**src/inc/dsc_pkg.sv**
```systemverilog
package dsc_pkg;

	// ----------------------------------------
	// register map and field positions
	// ----------------------------------------
	localparam logic [5:0] DSC_STATUS_ADDR = 6'h04; // device_state_flags
	localparam logic [5:0] DSC_CONTROL_ADDR = 6'h05; // device_mode_control
	localparam int DSC_ST_EVENT_BIT = 0; // function_event_flag
	localparam int DSC_ST_ERROR_BIT = 4; // function_error_flag
	localparam int DSC_ST_NACK_BIT = 7; // bus_nack_error_flag
	localparam int DSC_CT_RESET_BIT = 0;
	localparam int DSC_CT_SHUT_BIT = 1;
	localparam int DSC_CT_LOWP_BIT = 2; // reduced_power_select
	localparam int DSC_CT_FEN_BIT = 4; // measure_function_enable
	localparam logic [7:0] DSC_STATUS_RST = 8'h00;
	localparam logic [15:0] DSC_CONTROL_RST = 16'h0000;
	localparam logic [3:0] DSC_FUNC_TYPE = 4'h1; // function_type_code, binary 0001

	// ----------------------------------------
	// timing
	// ----------------------------------------
	localparam int DSC_CLK_NS = 50;
	localparam int DSC_RST_TIME_NS = 200; // least length of a device reset operation
	localparam int DSC_RST_CYCLES = (DSC_RST_TIME_NS + DSC_CLK_NS - 1) / DSC_CLK_NS;
	localparam int DSC_CONV_TIME_US = 100; // conversion tick period in active mode
	localparam int DSC_CONV_CYCLES = (DSC_CONV_TIME_US * 1000) / DSC_CLK_NS;
	localparam int DSC_LOWP_FACTOR = 4; // low-power mode runs four times slower

	// ----------------------------------------
	// reset operation states
	// ----------------------------------------
	typedef enum logic [1:0]
	{
		DSC_RS_IDLE = 2'b01,
		DSC_RS_BUSY = 2'b10
	} dsc_rst_state_t;

endpackage

```
**src/logic/dsc_rst_seq.sv**
```systemverilog
module dsc_rst_seq
	import dsc_pkg::*;
(
	input wire logic core_clk_i,
	input wire logic resetn_i,
	input wire logic start_i,
	output logic busy_o
);

	dsc_rst_state_t state_q;
	logic [3:0] cnt_q;

	// ----------------------------------------
	// device reset operation: hold busy for a fixed count
	// ----------------------------------------
	always_ff @(posedge core_clk_i or negedge resetn_i)
	begin
		if (!resetn_i)
		begin
			state_q <= DSC_RS_IDLE;
			cnt_q <= 4'h0;
		end
		else
		begin
			unique case (state_q)
				DSC_RS_IDLE:
				begin
					if (start_i)
					begin
						state_q <= DSC_RS_BUSY;
						cnt_q <= 4'(DSC_RST_CYCLES - 1);
					end
				end
				DSC_RS_BUSY:
				begin
					if (cnt_q == 4'h0)
						state_q <= DSC_RS_IDLE; // operation finished
					else
						cnt_q <= cnt_q - 4'h1;
				end
				default:
					state_q <= DSC_RS_IDLE;
			endcase
		end
	end

	// the busy code's own bit, so the output comes straight from its flop
	assign busy_o = state_q[1];

endmodule

```
**src/logic/dsc_conv_div.sv**
```systemverilog
module dsc_conv_div
	import dsc_pkg::*;
#(
	parameter int CONV_CYCLES = DSC_CONV_CYCLES
)
(
	input wire logic core_clk_i,
	input wire logic resetn_i,
	input wire logic run_i,
	input wire logic slow_i,
	output logic tick_o
);

	logic [15:0] cnt_q;
	logic [15:0] last_w;
	logic tick_q;

	// period end: four times longer in low-power mode
	assign last_w = slow_i ? 16'(CONV_CYCLES * DSC_LOWP_FACTOR - 1) : 16'(CONV_CYCLES - 1);

	// ----------------------------------------
	// conversion tick divider, frozen and cleared while not running
	// ----------------------------------------
	always_ff @(posedge core_clk_i or negedge resetn_i)
	begin
		if (!resetn_i)
		begin
			cnt_q <= 16'h0000;
			tick_q <= 1'b0;
		end
		else if (!run_i)
		begin
			cnt_q <= 16'h0000;
			tick_q <= 1'b0;
		end
		else if (cnt_q >= last_w)
		begin
			cnt_q <= 16'h0000;
			tick_q <= 1'b1;
		end
		else
		begin
			cnt_q <= cnt_q + 16'h0001;
			tick_q <= 1'b0;
		end
	end

	assign tick_o = tick_q;

endmodule

```
**src/logic/dsc_regs.sv**
```systemverilog
// Notes on behaviour
// - a device reset returns status and control registers to all zero.
// - a function event sets status bit 0.
// - event flag holds until device reset or the result is read.
// - status bit 4 sets on a function error; cleared by reset or result read.
// - status bits 3..1 and 6..5 always read zero.
// - status bit 7 sets when a transaction ends with a not-acknowledge.
// - bit 7 clears on device reset or on a non-broadcast status read with no new nack in that cycle.
// - control register accepts broadcast writes as well as own-number writes.
// - a broadcast write changes only control bits 1 and 0.
// - writing 1 to control bit 0 starts a device reset operation.
// - control bit 0 clears itself when the reset operation ends.
// - shutdown bit stops all functions, lowest-power state.
// - low-power bit slows functions and lowers the conversion rate.
// - control bit 4 enables the measurement function; default disabled.
// - function registers stay accessible while the function is disabled.
// - control bit 3 and bits 15..5 always read zero.
// - measurement function reports type code binary 0001.
// - device reset aborts work, restarts, and loads all defaults.
// - reading the result register clears event and error flags.
// - a new result before the old is read sets the error flag.
module dsc_regs
	import dsc_pkg::*;
#(
	parameter int CONV_CYCLES = DSC_CONV_CYCLES
)
(
	input wire logic core_clk_i,
	input wire logic resetn_i,
	input wire logic [5:0] reg_addr_i,
	input wire logic reg_wr_i,
	input wire logic reg_rd_i,
	input wire logic reg_bcast_i,
	input wire logic [15:0] reg_wdata_i,
	input wire logic bus_nack_i,
	input wire logic func_event_i,
	input wire logic func_error_i,
	input wire logic result_read_i,
	output logic [15:0] reg_rdata_o,
	output logic reg_hit_o,
	output logic dev_reset_o,
	output logic func_enable_o,
	output logic func_run_o,
	output logic shutdown_o,
	output logic reduced_power_o,
	output logic conv_tick_o,
	output logic [3:0] function_type_code_o
);

	// ----------------------------------------
	// declarations
	// ----------------------------------------
	logic rst_busy;
	logic rst_start;
	logic ctrl_wr;
	logic stat_rd;
	logic run_w;
	logic evt_q;
	logic err_q;
	logic ber_q;
	logic shut_q;
	logic lowp_q;
	logic fen_q;
	logic run_q;
	logic redp_q;
	logic hit_q;
	logic [15:0] rdata_q;
	logic [15:0] rdata_d;
	logic [7:0] status_w;
	logic [15:0] control_w;
	logic [3:0] type_q;
	logic [15:0] gap_q;

	// ----------------------------------------
	// access decode
	// ----------------------------------------
	// own-number and broadcast writes both reach the control register
	assign ctrl_wr = reg_wr_i && (reg_addr_i == DSC_CONTROL_ADDR);
	assign stat_rd = reg_rd_i && (reg_addr_i == DSC_STATUS_ADDR) && !reg_bcast_i;
	assign rst_start = ctrl_wr && reg_wdata_i[DSC_CT_RESET_BIT] && !rst_busy;
	// function runs only when enabled and not shut down
	assign run_w = fen_q && !shut_q && !rst_busy;

	// ----------------------------------------
	// device reset operation
	// ----------------------------------------
	dsc_rst_seq u_rst_seq
	(
		.core_clk_i(core_clk_i),
		.resetn_i(resetn_i),
		.start_i(rst_start),
		.busy_o(rst_busy)
	);

	// ----------------------------------------
	// conversion rate divider
	// ----------------------------------------
	dsc_conv_div #(
		.CONV_CYCLES(CONV_CYCLES)
	) u_conv_div
	(
		.core_clk_i(core_clk_i),
		.resetn_i(resetn_i),
		.run_i(run_w),
		.slow_i(lowp_q && !shut_q),
		.tick_o(conv_tick_o)
	);

	// ----------------------------------------
	// status flags
	// ----------------------------------------
	// event flag: set wins over the clear from a result read
	always_ff @(posedge core_clk_i or negedge resetn_i)
	begin
		if (!resetn_i)
			evt_q <= 1'b0;
		else if (rst_busy)
			evt_q <= 1'b0;
		else if (func_event_i)
			evt_q <= 1'b1;
		else if (result_read_i)
			evt_q <= 1'b0;
	end

	// error flag: function error or overrun of an unread result
	always_ff @(posedge core_clk_i or negedge resetn_i)
	begin
		if (!resetn_i)
			err_q <= 1'b0;
		else if (rst_busy)
			err_q <= 1'b0;
		else if (func_error_i || (func_event_i && evt_q && !result_read_i))
			err_q <= 1'b1;
		else if (result_read_i)
			err_q <= 1'b0;
	end

	// bus error flag: cleared by reading status, a new nack wins
	always_ff @(posedge core_clk_i or negedge resetn_i)
	begin
		if (!resetn_i)
			ber_q <= 1'b0;
		else if (rst_busy)
			ber_q <= 1'b0;
		else if (bus_nack_i)
			ber_q <= 1'b1;
		else if (stat_rd)
			ber_q <= 1'b0;
	end

	// ----------------------------------------
	// control fields
	// ----------------------------------------
	// shutdown takes broadcast and own writes alike
	always_ff @(posedge core_clk_i or negedge resetn_i)
	begin
		if (!resetn_i)
			shut_q <= 1'b0;
		else if (rst_busy)
			shut_q <= 1'b0;
		else if (ctrl_wr && !rst_start)
			shut_q <= reg_wdata_i[DSC_CT_SHUT_BIT];
	end

	// upper fields keep their value under a broadcast write
	always_ff @(posedge core_clk_i or negedge resetn_i)
	begin
		if (!resetn_i)
		begin
			lowp_q <= 1'b0;
			fen_q <= 1'b0;
		end
		else if (rst_busy)
		begin
			lowp_q <= 1'b0;
			fen_q <= 1'b0;
		end
		else if (ctrl_wr && !reg_bcast_i && !rst_start)
		begin
			lowp_q <= reg_wdata_i[DSC_CT_LOWP_BIT];
			fen_q <= reg_wdata_i[DSC_CT_FEN_BIT];
		end
	end

	// ----------------------------------------
	// register images
	// ----------------------------------------
	always_comb
	begin
		status_w = DSC_STATUS_RST;
		status_w[DSC_ST_EVENT_BIT] = evt_q;
		status_w[DSC_ST_ERROR_BIT] = err_q;
		status_w[DSC_ST_NACK_BIT] = ber_q;
	end

	always_comb
	begin
		control_w = DSC_CONTROL_RST;
		control_w[DSC_CT_RESET_BIT] = rst_busy;
		control_w[DSC_CT_SHUT_BIT] = shut_q;
		control_w[DSC_CT_LOWP_BIT] = lowp_q;
		control_w[DSC_CT_FEN_BIT] = fen_q;
	end

	always_comb
	begin
		rdata_d = 16'h0000;
		if (reg_addr_i == DSC_STATUS_ADDR)
			rdata_d = {8'h00, status_w};
		else if (reg_addr_i == DSC_CONTROL_ADDR)
			rdata_d = control_w;
	end

	// ----------------------------------------
	// read port, answered one cycle after the strobe
	// ----------------------------------------
	always_ff @(posedge core_clk_i or negedge resetn_i)
	begin
		if (!resetn_i)
		begin
			rdata_q <= 16'h0000;
			hit_q <= 1'b0;
		end
		else if (reg_rd_i && !reg_bcast_i)
		begin
			rdata_q <= rdata_d;
			hit_q <= (reg_addr_i == DSC_STATUS_ADDR) || (reg_addr_i == DSC_CONTROL_ADDR);
		end
		else
			hit_q <= 1'b0;
	end

	// ----------------------------------------
	// mode outputs
	// ----------------------------------------
	// function register access is never gated by these levels
	always_ff @(posedge core_clk_i or negedge resetn_i)
	begin
		if (!resetn_i)
		begin
			run_q <= 1'b0;
			redp_q <= 1'b0;
			type_q <= 4'h0;
		end
		else
		begin
			run_q <= run_w;
			redp_q <= lowp_q && !shut_q;
			type_q <= DSC_FUNC_TYPE;
		end
	end

	// ----------------------------------------
	// rate check helper: cycles since the last tick while running
	// ----------------------------------------
	always_ff @(posedge core_clk_i or negedge resetn_i)
	begin
		if (!resetn_i)
			gap_q <= 16'h0000;
		else if (conv_tick_o || !run_w)
			gap_q <= 16'h0000;
		else
			gap_q <= gap_q + 16'h0001;
	end

	assign reg_rdata_o = rdata_q;
	assign reg_hit_o = hit_q;
	assign dev_reset_o = rst_busy;
	assign func_enable_o = fen_q;
	assign func_run_o = run_q;
	assign shutdown_o = shut_q;
	assign reduced_power_o = redp_q;
	assign function_type_code_o = type_q;
endmodule

```
**config.mk**
```make
export PLATFORM = sky130hd
export DESIGN_NAME = dsc_regs
export DESIGN_NICKNAME = d
export VERILOG_FILES = /design/src/inc/dsc_pkg.sv /design/src/logic/dsc_rst_seq.sv /design/src/logic/dsc_conv_div.sv /design/src/logic/dsc_regs.sv
export SDC_FILE = /design/constraint.sdc
export NUM_CORES = 1
export LEC_CHECK = 0
export BUFFER_PORTS_ARGS = -buffer_cell sky130_fd_sc_hd__buf_2
export CORE_MARGIN = 2
export CORE_UTILIZATION = 45
export DETAILED_ROUTE_END_ITERATION = 6
export PLACE_DENSITY = 0.74
export REMOVE_ABC_BUFFERS = 1
export SLEW_MARGIN = 20
export SYNTH_ARGS = -nofsm -noshare
export SYNTH_HDL_FRONTEND = slang
export SYNTH_SLANG_ARGS = --single-unit
```
**constraint.sdc**
```tcl
create_clock -name core_clk_i -period 2 [get_ports core_clk_i]
set_input_delay 0.4 -clock core_clk_i [delete_from_list [all_inputs] [get_ports core_clk_i]]
set_output_delay 0.4 -clock core_clk_i [all_outputs]
set_load 0.005 [all_outputs]
```
# Word level (Yosys, flattened, before mapping)
# Index checks and enable logic that the tools add are counted.
# word_totals
regBits,49
latchBits,0
mem_bits_rw,0
rom_bits,0
inputBits,31
output_inout_bits,27
word_cells,83
memories,0
# classes
n_addsub,2
n_mul,0
div,0
magnitude_cmp,1
n_eq_ne,7
shift,0
muxes,28
bitwise_logic,0
reduce_logical,30
# ops
op,n
two-way mux 16 bit,2
two-way mux 1 bit,17
"adder 16 x 1 -> 16 bit, second input constant",1
>= comparator 16 bit,1
logical AND 1 bit,14
two-way mux 13 bit,1
"equality test 6 x 3 -> 1 bit, second input constant",2
nonzero test 3 bit,3
two-way mux 4 bit,2
two-way mux 8 bit,1
case mux 4 bit (2 select lines),1
nonzero test 2 bit,3
zero test 1 bit,5
two-way mux 5 bit,1
zero test 4 bit,1
two-way mux 2 bit,2
"!= test 2 bit, second input constant",2
case mux 2 bit (2 select lines),1
"subtractor 4 x 1 -> 4 bit, second input constant",1
AND reduction 3 bit,1
"equality test 2 x 1 -> 1 bit, second input constant",1
"equality test 2 bit, second input constant",1
logical OR 1 bit,2
"!= test 2 x 1 -> 1 bit, second input constant",1
AND reduction 2 bit,1

# Longest topological paths before layout
# Gate-level depths: netlist (run 1).
# depth
ltp_word,8
mapped_depth,7
ltp_nobuf,6

# Cells and area by module
# From an unflattened synthesis (run 1), not the netlist that was laid out.
# unflattened
cells_unflattened,191
area_unflattened_um2,2082.0
# by_module_without_submodules
module,instances,cells_per_inst,area_per_inst_um2,seq_area_each_um2
dsc_conv_div,1,88,993.5,425.4
dsc_regs,1,79,794.5,375.4
dsc_rst_seq,1,24,294.0,151.4

# Least setup slack after synthesis (run 1)
# OpenSTA, ideal clock, no wires.
# synth_timing
kind,register to register
from,reg shut_q (netlist: shutdown_o)
to,reg u_conv_div.cnt_q[10]
setup_time_ps,119
arrival_time_ps,1809
required_time_ps,1881
slack_ps,72
stages_incl_launch_ff,8
path_buffers,1
period_less_slack_ps,1928
cell_sequence,dfrtp_1 nand2b_1 ha_1 nand2_1 a2111o_1 o211ai_2 buf_6 nor2_1
# synth_between
elab_chain_len,6
word_cells_on_any_way,8
cone_classes,order compare: 1; mux: 3; reduce/logical: 4
# synth_rtl
item,line_no,rtl
start: declaration,dsc_regs.sv:61,logic shut_q;
start signal: assignment,dsc_regs.sv:162,shut_q <= reg_wdata_i[DSC_CT_SHUT_BIT];
zero test 1 bit *,"dsc_regs.sv:82, dsc_regs.sv:105",
logical AND 1 bit,dsc_regs.sv:105,".slow_i(lowp_q && !shut_q),"
two-way mux 13 bit,dsc_conv_div.sv:19,assign last_w = slow_i ? 16'(CONV_CYCLES * DSC_LOWP_FACTOR - 1) : 16'(CONV_CYCLES - 1);
>= comparator 16 bit,dsc_conv_div.sv:36,else if (cnt_q >= last_w)
two-way mux 16 bit,dsc_conv_div.sv:36,
two-way mux 16 bit *,dsc_conv_div.sv:31,else if (!run_i)
end signal: assignment,dsc_conv_div.sv:43,cnt_q <= cnt_q + 16'h0001;
end: declaration,dsc_conv_div.sv:14,logic [15:0] cnt_q;
# Mark *: on every way between the ends. The rest lies on a longest branch, timed or not.
# A chain may end at the register's enable or synchronous reset.

# Final worst setup path (run 1)
# layout_timing
from,reg shut_q (netlist: shutdown_o)
to,reg u_conv_div.cnt_q[8]
# Same word-level chain as after synthesis.

==> results.sh, run 1 <==
export IMPL_status="finished, final reports clean"
export IMPL_ioPinCount=58
export IMPL_cts_htree_levels=2
export IMPL_globalRouteMet1Util=0.197
export IMPL_maxSlewViolCount=0
export IMPL_grt_pass1_wl_um=5710
export IMPL_die_w_um=68.3
export IMPL_fin_cells=280
export IMPL_die_h_um=68.3
export IMPL_dp_cells=272
export IMPL_power_total_mw=1.57
export IMPL_drive_above_1_share=0.222
export IMPL_synth_area_mux_share=0.0323
export IMPL_vias_per_cell=4.84
export IMPL_synth_area_top_cells="dfrtp_1, nor2_1, buf_4, xnor2_1, ha_1"
export IMPL_critPathKind="reg2reg"
export IMPL_critPathRequiredTime_ns=2.18
export IMPL_fin_ws_ns=0.155
export IMPL_synth_top_cell_area_share=0.497
export IMPL_cts_root_buf="clkbuf_8"
export IMPL_ys_seq_area_frac=0.511
export IMPL_path_cells="nand2b_1 -> ha_1 -> nand2_1 -> a2111o_1 -> o211ai_2 -> buf_4 -> nor2_1"
export IMPL_fin_worst_skew_ns=0.00534
export IMPL_vias=1356
export IMPL_async_flop_share=1.00
export IMPL_synthCells=188
export IMPL_critPathMaxFanout=8
export IMPL_yosys_area_top_type="dfrtp_1"
export IMPL_max_cap_violations=0
export IMPL_hpwl_um=2450
export IMPL_p_per_area_mw_per_mm2=720
export IMPL_drc=0
export IMPL_clk_pin_slew_worst_paths_ns=0.07
export IMPL_core_area_mm2=0.00400
export IMPL_clockBufferDepth=2
export IMPL_synth_simple_area_share=0.197
export IMPL_max_stage_delay_ns=0.38
export IMPL_cts_tree="built"
export IMPL_track_usage=0.165
export IMPL_cts_sinks=38
export IMPL_avgSynthCellArea_um2=9.90
export IMPL_io_buffers=31
export IMPL_synth_compound_area_frac=0.0672
export IMPL_startpoint_type="register"
export IMPL_min_path_type="in2async"
export IMPL_synth_seq_cells=38
export IMPL_arrival_ns=2.02
export IMPL_num_rows=23
export IMPL_grt_overflow_total=0
export IMPL_synthFlopType="dfrtp_1"
export IMPL_post_drt_wl_per_cell_um=11.6
export IMPL_synthXorXnorAreaFrac=0.0612
export IMPL_first_global_vias=1302
export IMPL_ctsResizeCount=0
export IMPL_ys_top_cells_by_count="dfrtp_1, nor2_1, buf_4, nand2_1, xnor2_1"
export IMPL_synth_warnings=0
export IMPL_numCtsBuffers=5
export IMPL_fin_area_mm2=0.00217
export IMPL_yosysMostFrequentCell="dfrtp_1"
export IMPL_fin_crit_ns=1.85
export IMPL_worst_path_max_delay_cell="dfrtp_1"
export IMPL_ir_drop_mv=0.343
export IMPL_synth_area_mm2=0.00186
export IMPL_dieArea_mm2=0.00467
export IMPL_place_gp_congestion=0.774
export IMPL_synth_adder_area_share=0.0403
export IMPL_fin_crit_sh=0.923
export IMPL_nets=266
export IMPL_cts_hold_buf=0
export IMPL_grt_busiest_layer="met2"
export IMPL_end_kind="register"
export IMPL_n_antenna_cell=0
export IMPL_pre_cts_ws_ns=0.158
export IMPL_finalWirelength_um=3260
export IMPL_setup_tns_ns=0
export IMPL_setup_violations_final=0
export IMPL_met2_usage=0.283
export IMPL_grt_antenna_before_repair=0
export IMPL_ant_nets=0
export IMPL_cts_setup_buffers=0
export IMPL_synth_edf_count=0
export IMPL_drt_iter0_drc=67
export IMPL_r2r_slack_ns=0.15
export IMPL_leakage_nw=1.04
export IMPL_area_growth_pct=16.7
export IMPL_start_util=0.465
export IMPL_rsz0062_at_grt="no"
export IMPL_synth_top_family_by_area="simple AND/OR/NAND/NOR gates"
export IMPL_firstDrtPassIters=4
export IMPL_worstSkewPairLatency_ns=0.29
export IMPL_ys_types=35
export IMPL_place_area_mm2=0.00206
export IMPL_grt_start_max_net_pins=39
export IMPL_hold_viol=0
export IMPL_met3_usage=0.0559
export IMPL_max_freq_mhz=542
## flip-flops by register name (all words and copies together), names as in the netlist
register,flops
reduced_power_o,1
u_rst_seq.cnt_q,4
function_type_code_o,1
err_q,1
func_enable_o,1
u_conv_div.cnt_q,16
evt_q,1
reg_rdata_o,5
shutdown_o,1
ber_q,1
lowp_q,1
u_rst_seq.state_q,2
reg_hit_o,1
u_conv_div.tick_o,1
func_run_o,1
## layer usage
layer,share of wire,vias up,wire length [µm]
li1,-,675,-
met1,0.45,633,1480
met2,0.47,40,1550
met3,0.055,8,179
met4,0.015,0,50
met5,0,-,0
## cells in the final DEF (no fill, tap or decap), types with 2 or more instances in the layout
| master | instances |
|---|---|
| ha_1 | 6 |
| buf_2 | 31 |
| nor3_1 | 8 |
| o21ai_0 | 3 |
| nand4_1 | 4 |
| a211oi_1 | 2 |
| o31ai_1 | 3 |
| inv_1 | 8 |
| nand3_1 | 4 |
| nand2b_1 | 4 |
| dfrtp_1 | 37 |
| conb_1 | 17 |
| buf_4 | 7 |
| a21oi_1 | 6 |
| nand2_1 | 14 |
| nor2_1 | 33 |
| mux2i_1 | 6 |
| clkbuf_8 | 6 |
| or3_1 | 2 |
| xor2_1 | 2 |
| xnor2_1 | 11 |
## where the power goes
group          switching [mW]  internal (mW)  total, mW
sequential             0.0111          0.787      0.798
combinational          0.0595         0.0429      0.102
clock                   0.259          0.406      0.665
## path summary, 6_finish.rpt
path	from	to	depth (start not counted)
max	shutdown_o$_DFFE_PN0P_	u_conv_div.cnt_q[8]$_DFF_PN0_	7
min	resetn_i	u_conv_div.cnt_q[4]$_DFF_PN0_	2
min in group core_clk_i	func_error_i	err_q$_DFFE_PN0P_	3
max reg2reg	shutdown_o$_DFFE_PN0P_	u_conv_div.cnt_q[8]$_DFF_PN0_	7
max in group asynchronous	resetn_i	u_rst_seq.state_q[0]$_DFFE_PN1P_	2
min reg2reg	reg_rdata_o[4]$_DFFE_PN0P_	reg_rdata_o[4]$_DFFE_PN0P_	2
## worst max-delay path: cells and delay by family, from the launching register on
family          cells  cell delay, ns
compound gates      2            0.56
fa+ha+maj           1            0.31
buf+inv             1            0.18
flops               1            0.38
simple gates        3            0.31
## final cells by class
class / count / area [µm²]
fillers: 364 / 1830
flip-flops and latches: 38 / 952
multi-input cells: 138 / 805
repair buffers: 38 / 208
clock buffers: 7 / 86.3
well taps: 50 / 62.6
clock inverters: 1 / 30.0
inverters: 8 / 30.0
## cells by family after synthesis
kind of cell / Yosys count
DFF: 38
AOI/OAI and AO/OA: 18
buffers and inverters: 27
and+or+nand+nor: 78
xor gates and xnor gates: 13
muxes: 6
other: 2
adders and majority gates: 6
## through the flow
stage           util  hold slack, ns
2_1_floorplan      -           0.104
3_3_place_gp   0.514           0.462
3_5_place_dp   0.514           0.470
4_1_cts        0.543           0.158
5_1_grt        0.543           0.179
6_report       0.543           0.151
No activity file was read; power rests on OpenSTA's default activity.
==> run 2: changes to the inputs <==
--- a/config.mk
+++ b/config.mk
@@ -6,12 +6,15 @@
 export NUM_CORES = 1
 export LEC_CHECK = 0
 export BUFFER_PORTS_ARGS = -buffer_cell sky130_fd_sc_hd__buf_2
+export CORE_ASPECT_RATIO = 1.25
 export CORE_MARGIN = 2
-export CORE_UTILIZATION = 45
+export CORE_UTILIZATION = 49
+export CTS_BUF_LIST = sky130_fd_sc_hd__clkbuf_8
 export DETAILED_ROUTE_END_ITERATION = 6
-export PLACE_DENSITY = 0.74
+export PLACE_DENSITY = 0.79
 export REMOVE_ABC_BUFFERS = 1
 export SLEW_MARGIN = 20
 export SYNTH_ARGS = -nofsm -noshare
 export SYNTH_HDL_FRONTEND = slang
+export SYNTH_HIERARCHICAL = 1
 export SYNTH_SLANG_ARGS = --single-unit
==> results.sh, run 2 <==
export IMPL_status="finished, final reports clean"
export IMPL_max_freq_mhz=535
export IMPL_layout_commonest_cell="dfrtp_1"
export IMPL_place_gp_congestion=0.763
export IMPL_place_area_mm2=0.00229
export IMPL_start_util=0.508
export IMPL_largest_register_ffs=16
export IMPL_pre_cts_ws_ns=0.0554
export IMPL_multi_input_comb_area_mm2=0.00103
export IMPL_drc=0
export IMPL_setup_tns_ns=0
export IMPL_fin_worst_skew_ns=0.00554
export IMPL_rr_startpoint="lowp_q$_DFFE_PN0P_"
export IMPL_synth_seq_cells=38
export IMPL_dieArea_mm2=0.00479
export IMPL_critPathRequiredTime_ns=2.21
export IMPL_r2r_slack_ns=0.13
export IMPL_fillers=343
export IMPL_setup_violations_final=0
export IMPL_core_area_mm2=0.00410
export IMPL_avgSynthCellArea_um2=10.9
export IMPL_clockBufferDepth=2
export IMPL_die_h_um=76.9
export IMPL_clock_power_share=0.368
export IMPL_critPathMaxFanout=13
export IMPL_grt_antenna_before_repair=0
export IMPL_synth_top_cell_area_share=0.445
export IMPL_post_drt_wl_per_cell_um=12.9
export IMPL_die_w_um=62.3
export IMPL_tightest_slew_ns=0.644
export IMPL_synth_warnings=6
export IMPL_track_usage=0.176
export IMPL_synth_compound_area_frac=0.0877
export IMPL_synth_top_family_by_area="simple AND/OR/NAND/NOR gates"
export IMPL_ys_types=48
export IMPL_regMostFlops="u_conv_div/cnt_q"
export IMPL_worstSkewPairLatency_ns=0.29
export IMPL_mostFrequentLayoutCells="dfrtp_1, buf_2, conb_1"
export IMPL_vias=1489
export IMPL_cp_startpoint="lowp_q$_DFFE_PN0P_"
export IMPL_synthFlopType="dfrtp_1"
export IMPL_grt_pass1_wl_um=6520
export IMPL_finalWirelength_um=3740
export IMPL_ys_seq_area_frac=0.457
export IMPL_synthCells=191
export IMPL_grt_overflow_total=0
export IMPL_area_growth_pct=15.3
export IMPL_cts_root_buf="clkbuf_8"
export IMPL_seqCellArea_um2=952
export IMPL_worst_path_max_delay_cell="dfrtp_1"
export IMPL_comb_power_share=0.093
export IMPL_cts_htree_levels=2
export IMPL_min_path_type="in2async"
export IMPL_path_cells="nor2b_2 -> inv_1 -> ha_1 -> a21oi_1 -> nand3_2 -> buf_12 -> nor3_1"
export IMPL_num_rows=26
export IMPL_cts_tree="built"
export IMPL_fin_ws_ns=0.129
export IMPL_arrival_ns=2.08
export IMPL_fin_crit_sh=0.935
export IMPL_cts_setup_buffers=0
export IMPL_synth_adder_area_share=0.0481
export IMPL_nets=272
export IMPL_ys_top_cells_by_count="dfrtp_1, buf_4, nand2_1"
export IMPL_synth_area_mm2=0.00208
export IMPL_synthXorXnorAreaFrac=0.0547
export IMPL_maxSlewViolCount=0
export IMPL_async_flop_share=1.00
export IMPL_synth_simple_area_share=0.254
export IMPL_crit_family="simple AND/OR/NAND/NOR gates"
export IMPL_numCtsBuffers=5
export IMPL_critPathKind="reg2reg"
export IMPL_first_global_vias=1495
export IMPL_p_int_mw=1.12
export IMPL_hold_viol=0
export IMPL_relSlewSlack=0.565
export IMPL_p_sw_mw=0.360
export IMPL_switching_share=0.244
export IMPL_drt_iter0_drc=38
export IMPL_power_total_mw=1.48
export IMPL_ant_nets=0
export IMPL_fin_crit_ns=1.87
export IMPL_yosysMostFrequentCell="dfrtp_1"
export IMPL_end_kind="register"
export IMPL_seq_power_share=0.538
export IMPL_max_stage_delay_ns=0.38
export IMPL_cp_num_buf_inv=2
export IMPL_ir_drop_mv=0.335
export IMPL_hpwl_um=2600
export IMPL_vias_per_cell=5.13
export IMPL_io_buffers=31
export IMPL_clk_pin_slew_worst_paths_ns=0.07
export IMPL_max_cap_violations=0
export IMPL_fin_area_mm2=0.00240
export IMPL_synth_edf_count=0
export IMPL_n_antenna_cell=0
export IMPL_cts_hold_buf=0
export IMPL_synth_area_top_cells="dfrtp_1, nor3_2, buf_4, ha_1, xnor2_1"
export IMPL_firstDrtPassIters=4
export IMPL_p_per_area_mw_per_mm2=616
export IMPL_cts_sinks=38
export IMPL_ctsResizeCount=0
export IMPL_grt_start_max_net_pins=39
export IMPL_final_util=0.585
export IMPL_rsz0062_at_grt="no"
export IMPL_leakage_nw=1.12
export IMPL_yosys_area_top_type="dfrtp_1"
export IMPL_startpoint_type="register"
export IMPL_synth_area_mux_share=0.00962
export IMPL_drive_above_1_share=0.325
export IMPL_ioPinCount=58
-- run 2: power groups by stage --
stage                     Combinational (mW)  Clock, mW  Sequential (mW)
final                                  0.138      0.545            0.796
after global routing                   0.157      0.603            0.798
after CTS                              0.138      0.563            0.795
after detailed placement               0.138          0            0.810
after global placement                 0.134          0            0.809
after floorplan                       0.0692          0            0.810
-- run 2: area by class of cell --
cell class / instances / area share
Inverter: 8 / 0.0125
Multi-Input combinational cell: 141 / 0.429
Sequential cell: 38 / 0.397
Clock inverter: 2 / 0.00365
Tap cell: 56 / 0.0292
Clock buffer: 6 / 0.0344
Timing Repair Buffer: 39 / 0.0949
-- run 2: path summary, 6_finish.rpt --
check	to	depth (start not counted)
setup / recovery	u_conv_div/cnt_q[4]$_DFF_PN0_	7
hold / removal	ber_q$_DFFE_PN0P_	2
setup reg to reg	u_conv_div/cnt_q[4]$_DFF_PN0_	7
hold reg to reg	reg_rdata_o[7]$_DFFE_PN0P_	2
max in group asynchronous	u_rst_seq/state_q[0]$_DFFE_PN1P_	2
min in group core_clk_i	err_q$_DFFE_PN0P_	3
-- run 2: kinds of logic after synthesis --
kind of cell / count (synthesis)
xor+xnor: 13
buf+inv: 27
other cells: 3
flops: 38
compound gates: 26
mux: 2
simple gates: 74
fa+ha+maj: 8
-- run 2: metal layers --
| layer | track usage | part of all wire | vias to the layer above |
|---|---|---|---|
| li1 | - | - | 730 |
| met1 | 0.190 | 0.42 | 712 |
| met2 | 0.305 | 0.50 | 37 |
| met3 | 0.0513 | 0.044 | 10 |
| met4 | 0.102 | 0.032 | 0 |
| met5 | 0 | 0 | - |
-- run 2: metrics by stage --
| step | instances | hold WS, ns |
|---|---|---|
| after floorplan | 186 | 0.104 |
| after global placement | 281 | 0.453 |
| after detailed placement | 281 | 0.456 |
| after CTS | 289 | 0.156 |
| after global routing | 290 | 0.174 |
| final | 290 | 0.141 |
==> run 3: changes to the inputs <==
--- a/config.mk
+++ b/config.mk
@@ -12,7 +12,6 @@
 export CTS_BUF_LIST = sky130_fd_sc_hd__clkbuf_8
 export DETAILED_ROUTE_END_ITERATION = 6
 export PLACE_DENSITY = 0.79
-export REMOVE_ABC_BUFFERS = 1
 export SLEW_MARGIN = 20
 export SYNTH_ARGS = -nofsm -noshare
 export SYNTH_HDL_FRONTEND = slang
==> results.sh, run 3 (same netlist as run 2, synthesis figures left out) <==
export IMPL_cts_setup_buffers=0
export IMPL_pre_cts_ws_ns=-0.0307
export IMPL_drt_iter0_drc=79
export IMPL_final_util=0.574
export IMPL_track_usage=0.172
export IMPL_p_int_mw=1.12
export IMPL_area_growth_pct=13.0
export IMPL_io_buffers=31
export IMPL_end_kind="register"
export IMPL_met2_usage=0.299
export IMPL_die_h_um=76.9
export IMPL_core_area_mm2=0.00410
export IMPL_cts_root_buf="clkbuf_8"
export IMPL_max_cap_violations=0
export IMPL_cts_sinks=38
export IMPL_hpwl_um=2670
export IMPL_leakage_nw=1.09
export IMPL_drc=0
export IMPL_startpoint_type="register"
export IMPL_clock_power_share=0.362
export IMPL_numCtsBuffers=5
export IMPL_first_global_vias=1510
export IMPL_grt_antenna_before_repair=0
export IMPL_place_gp_congestion=0.812
export IMPL_hold_viol=0
export IMPL_maxSlewViolCount=0
export IMPL_path_cells="nor2b_1 -> inv_1 -> ha_1 -> a21oi_1 -> o21ai_0 -> o211a_4 -> nor3_1"
export IMPL_max_freq_mhz=541
export IMPL_worst_path_max_delay_cell="dfrtp_1"
export IMPL_mostFrequentLayoutCells="dfrtp_1, buf_2, conb_1"
export IMPL_largest_register_ffs=16
export IMPL_firstDrtPassIters=4
export IMPL_worst_hold_slack_ns=0.156
export IMPL_fin_ws_ns=0.152
export IMPL_reg2reg_depth=7
export IMPL_p_per_area_mw_per_mm2=622
export IMPL_regMostFlops="u_conv_div/cnt_q"
export IMPL_post_drt_wl_per_cell_um=13.0
export IMPL_setup_violations_final=0
export IMPL_p_sw_mw=0.346
export IMPL_grt_busiest_layer="met2"
export IMPL_worstSkewPairLatency_ns=0.28
export IMPL_met3_usage=0.0337
export IMPL_cts_tree="built"
export IMPL_crit_family="compound AO/OA/AOI/OAI gates"
export IMPL_clockBufferDepth=2
export IMPL_layout_commonest_cell="dfrtp_1"
export IMPL_tightest_slew_ns=0.633
export IMPL_grt_start_max_net_pins=39
export IMPL_cp_num_cells=7
export IMPL_r2r_end="u_conv_div/cnt_q[2]$_DFF_PN0_"
export IMPL_cp_num_buf_inv=1
export IMPL_cts_htree_levels=2
export IMPL_n_antenna_cell=0
export IMPL_fin_crit_ns=1.85
export IMPL_min_path_type="in2async"
export IMPL_critPathRequiredTime_ns=2.19
export IMPL_arrival_ns=2.04
export IMPL_relSlewSlack=0.572
export IMPL_finalWirelength_um=3720
export IMPL_die_w_um=62.3
export IMPL_switching_share=0.236
export IMPL_rsz0062_at_grt="no"
export IMPL_comb_power_share=0.095
export IMPL_fin_crit_sh=0.924
export IMPL_ioPinCount=58
export IMPL_dieArea_mm2=0.00479
export IMPL_fin_worst_skew_ns=0.00463
export IMPL_status="finished, final reports clean"
export IMPL_vias_per_cell=5.18
export IMPL_seq_power_share=0.544
export IMPL_num_rows=26
export IMPL_cts_hold_buf=0
export IMPL_critPathMaxFanout=15
export IMPL_r2r_slack_ns=0.15
export IMPL_ir_drop_mv=0.339
export IMPL_max_stage_delay_ns=0.37
export IMPL_ant_nets=0
export IMPL_start_util=0.508
export IMPL_grt_overflow_total=0
export IMPL_critPathKind="reg2reg"
export IMPL_rr_startpoint="lowp_q$_DFFE_PN0P_"
export IMPL_ctsResizeCount=0
export IMPL_drive_above_1_share=0.312
export IMPL_globalRouteMet1Util=0.198
export IMPL_nets=269
export IMPL_clk_pin_slew_worst_paths_ns=0.07
export IMPL_grt_pass1_wl_um=6660
export IMPL_vias=1488
[run 3: cell types whose count changed in the layout (fill, tap and decap cells not counted), sizes merged]
| cell | previous run | this run |
|---|---|---|
| buf | 39 | 37 |
| o211a | 2 | 1 |
[run 3: power groups by stage]
stage	logic, mW	clock network [mW]	registers (mW)
global placement	0.134	0	0.809
detailed placement	0.138	0	0.810
global route	0.157	0.575	0.797
CTS	0.139	0.548	0.795
floorplan	0.0925	0	0.810
finish	0.138	0.529	0.795
[run 3: layer usage]
layer | up-vias | part of all wire | wire, µm
met5 | - | 0 | 0
li1 | 718 | - | -
met2 | 45 | 0.52 | 1920
met3 | 6 | 0.038 | 141
met1 | 719 | 0.43 | 1600
met4 | 0 | 0.015 | 57
[run 3: worst max-delay path by stage]
stage / startpoint / to / slack [ns]
6_report: lowp_q$_DFFE_PN0P_ / u_conv_div/cnt_q[2]$_DFF_PN0_ / 0.15
5_1_grt: lowp_q$_DFFE_PN0P_ / u_conv_div/cnt_q[3]$_DFF_PN0_ / 0.008
4_1_cts: lowp_q$_DFFE_PN0P_ / u_conv_div/cnt_q[2]$_DFF_PN0_ / 0.13
3_5_place_dp: reg_addr_i[5] / u_rst_seq/cnt_q[2]$_DFFE_PN0P_ / -0.03
3_3_place_gp: reg_addr_i[5] / u_rst_seq/cnt_q[2]$_DFFE_PN0P_ / 0.05
2_1_floorplan: shutdown_o$_DFFE_PN0P_ / u_conv_div/cnt_q[5]$_DFF_PN0_ / 0.12
[run 3: through the flow]
stage          instance area, µm²  setup TNS [ns]  total power, mW  instances
2_1_floorplan                2130               0            0.903        205
3_3_place_gp                 2260               0            0.943        279
3_5_place_dp                 2260         -0.0307            0.948        279
4_1_cts                      2350               0             1.48        287
5_1_grt                      2350               0             1.53        287
6_report                     2350               0             1.46        287
[run 3: area by class of cell]
class | instances | area (µm²)
fillers | 355 | 1750
multi-input cells | 140 | 1010
flip-flops and latches | 38 | 952
repair buffers | 37 | 200
clock buffers | 6 | 82.6
well taps | 56 | 70.1
inverters | 8 | 30.0
clock inverters | 2 | 8.76
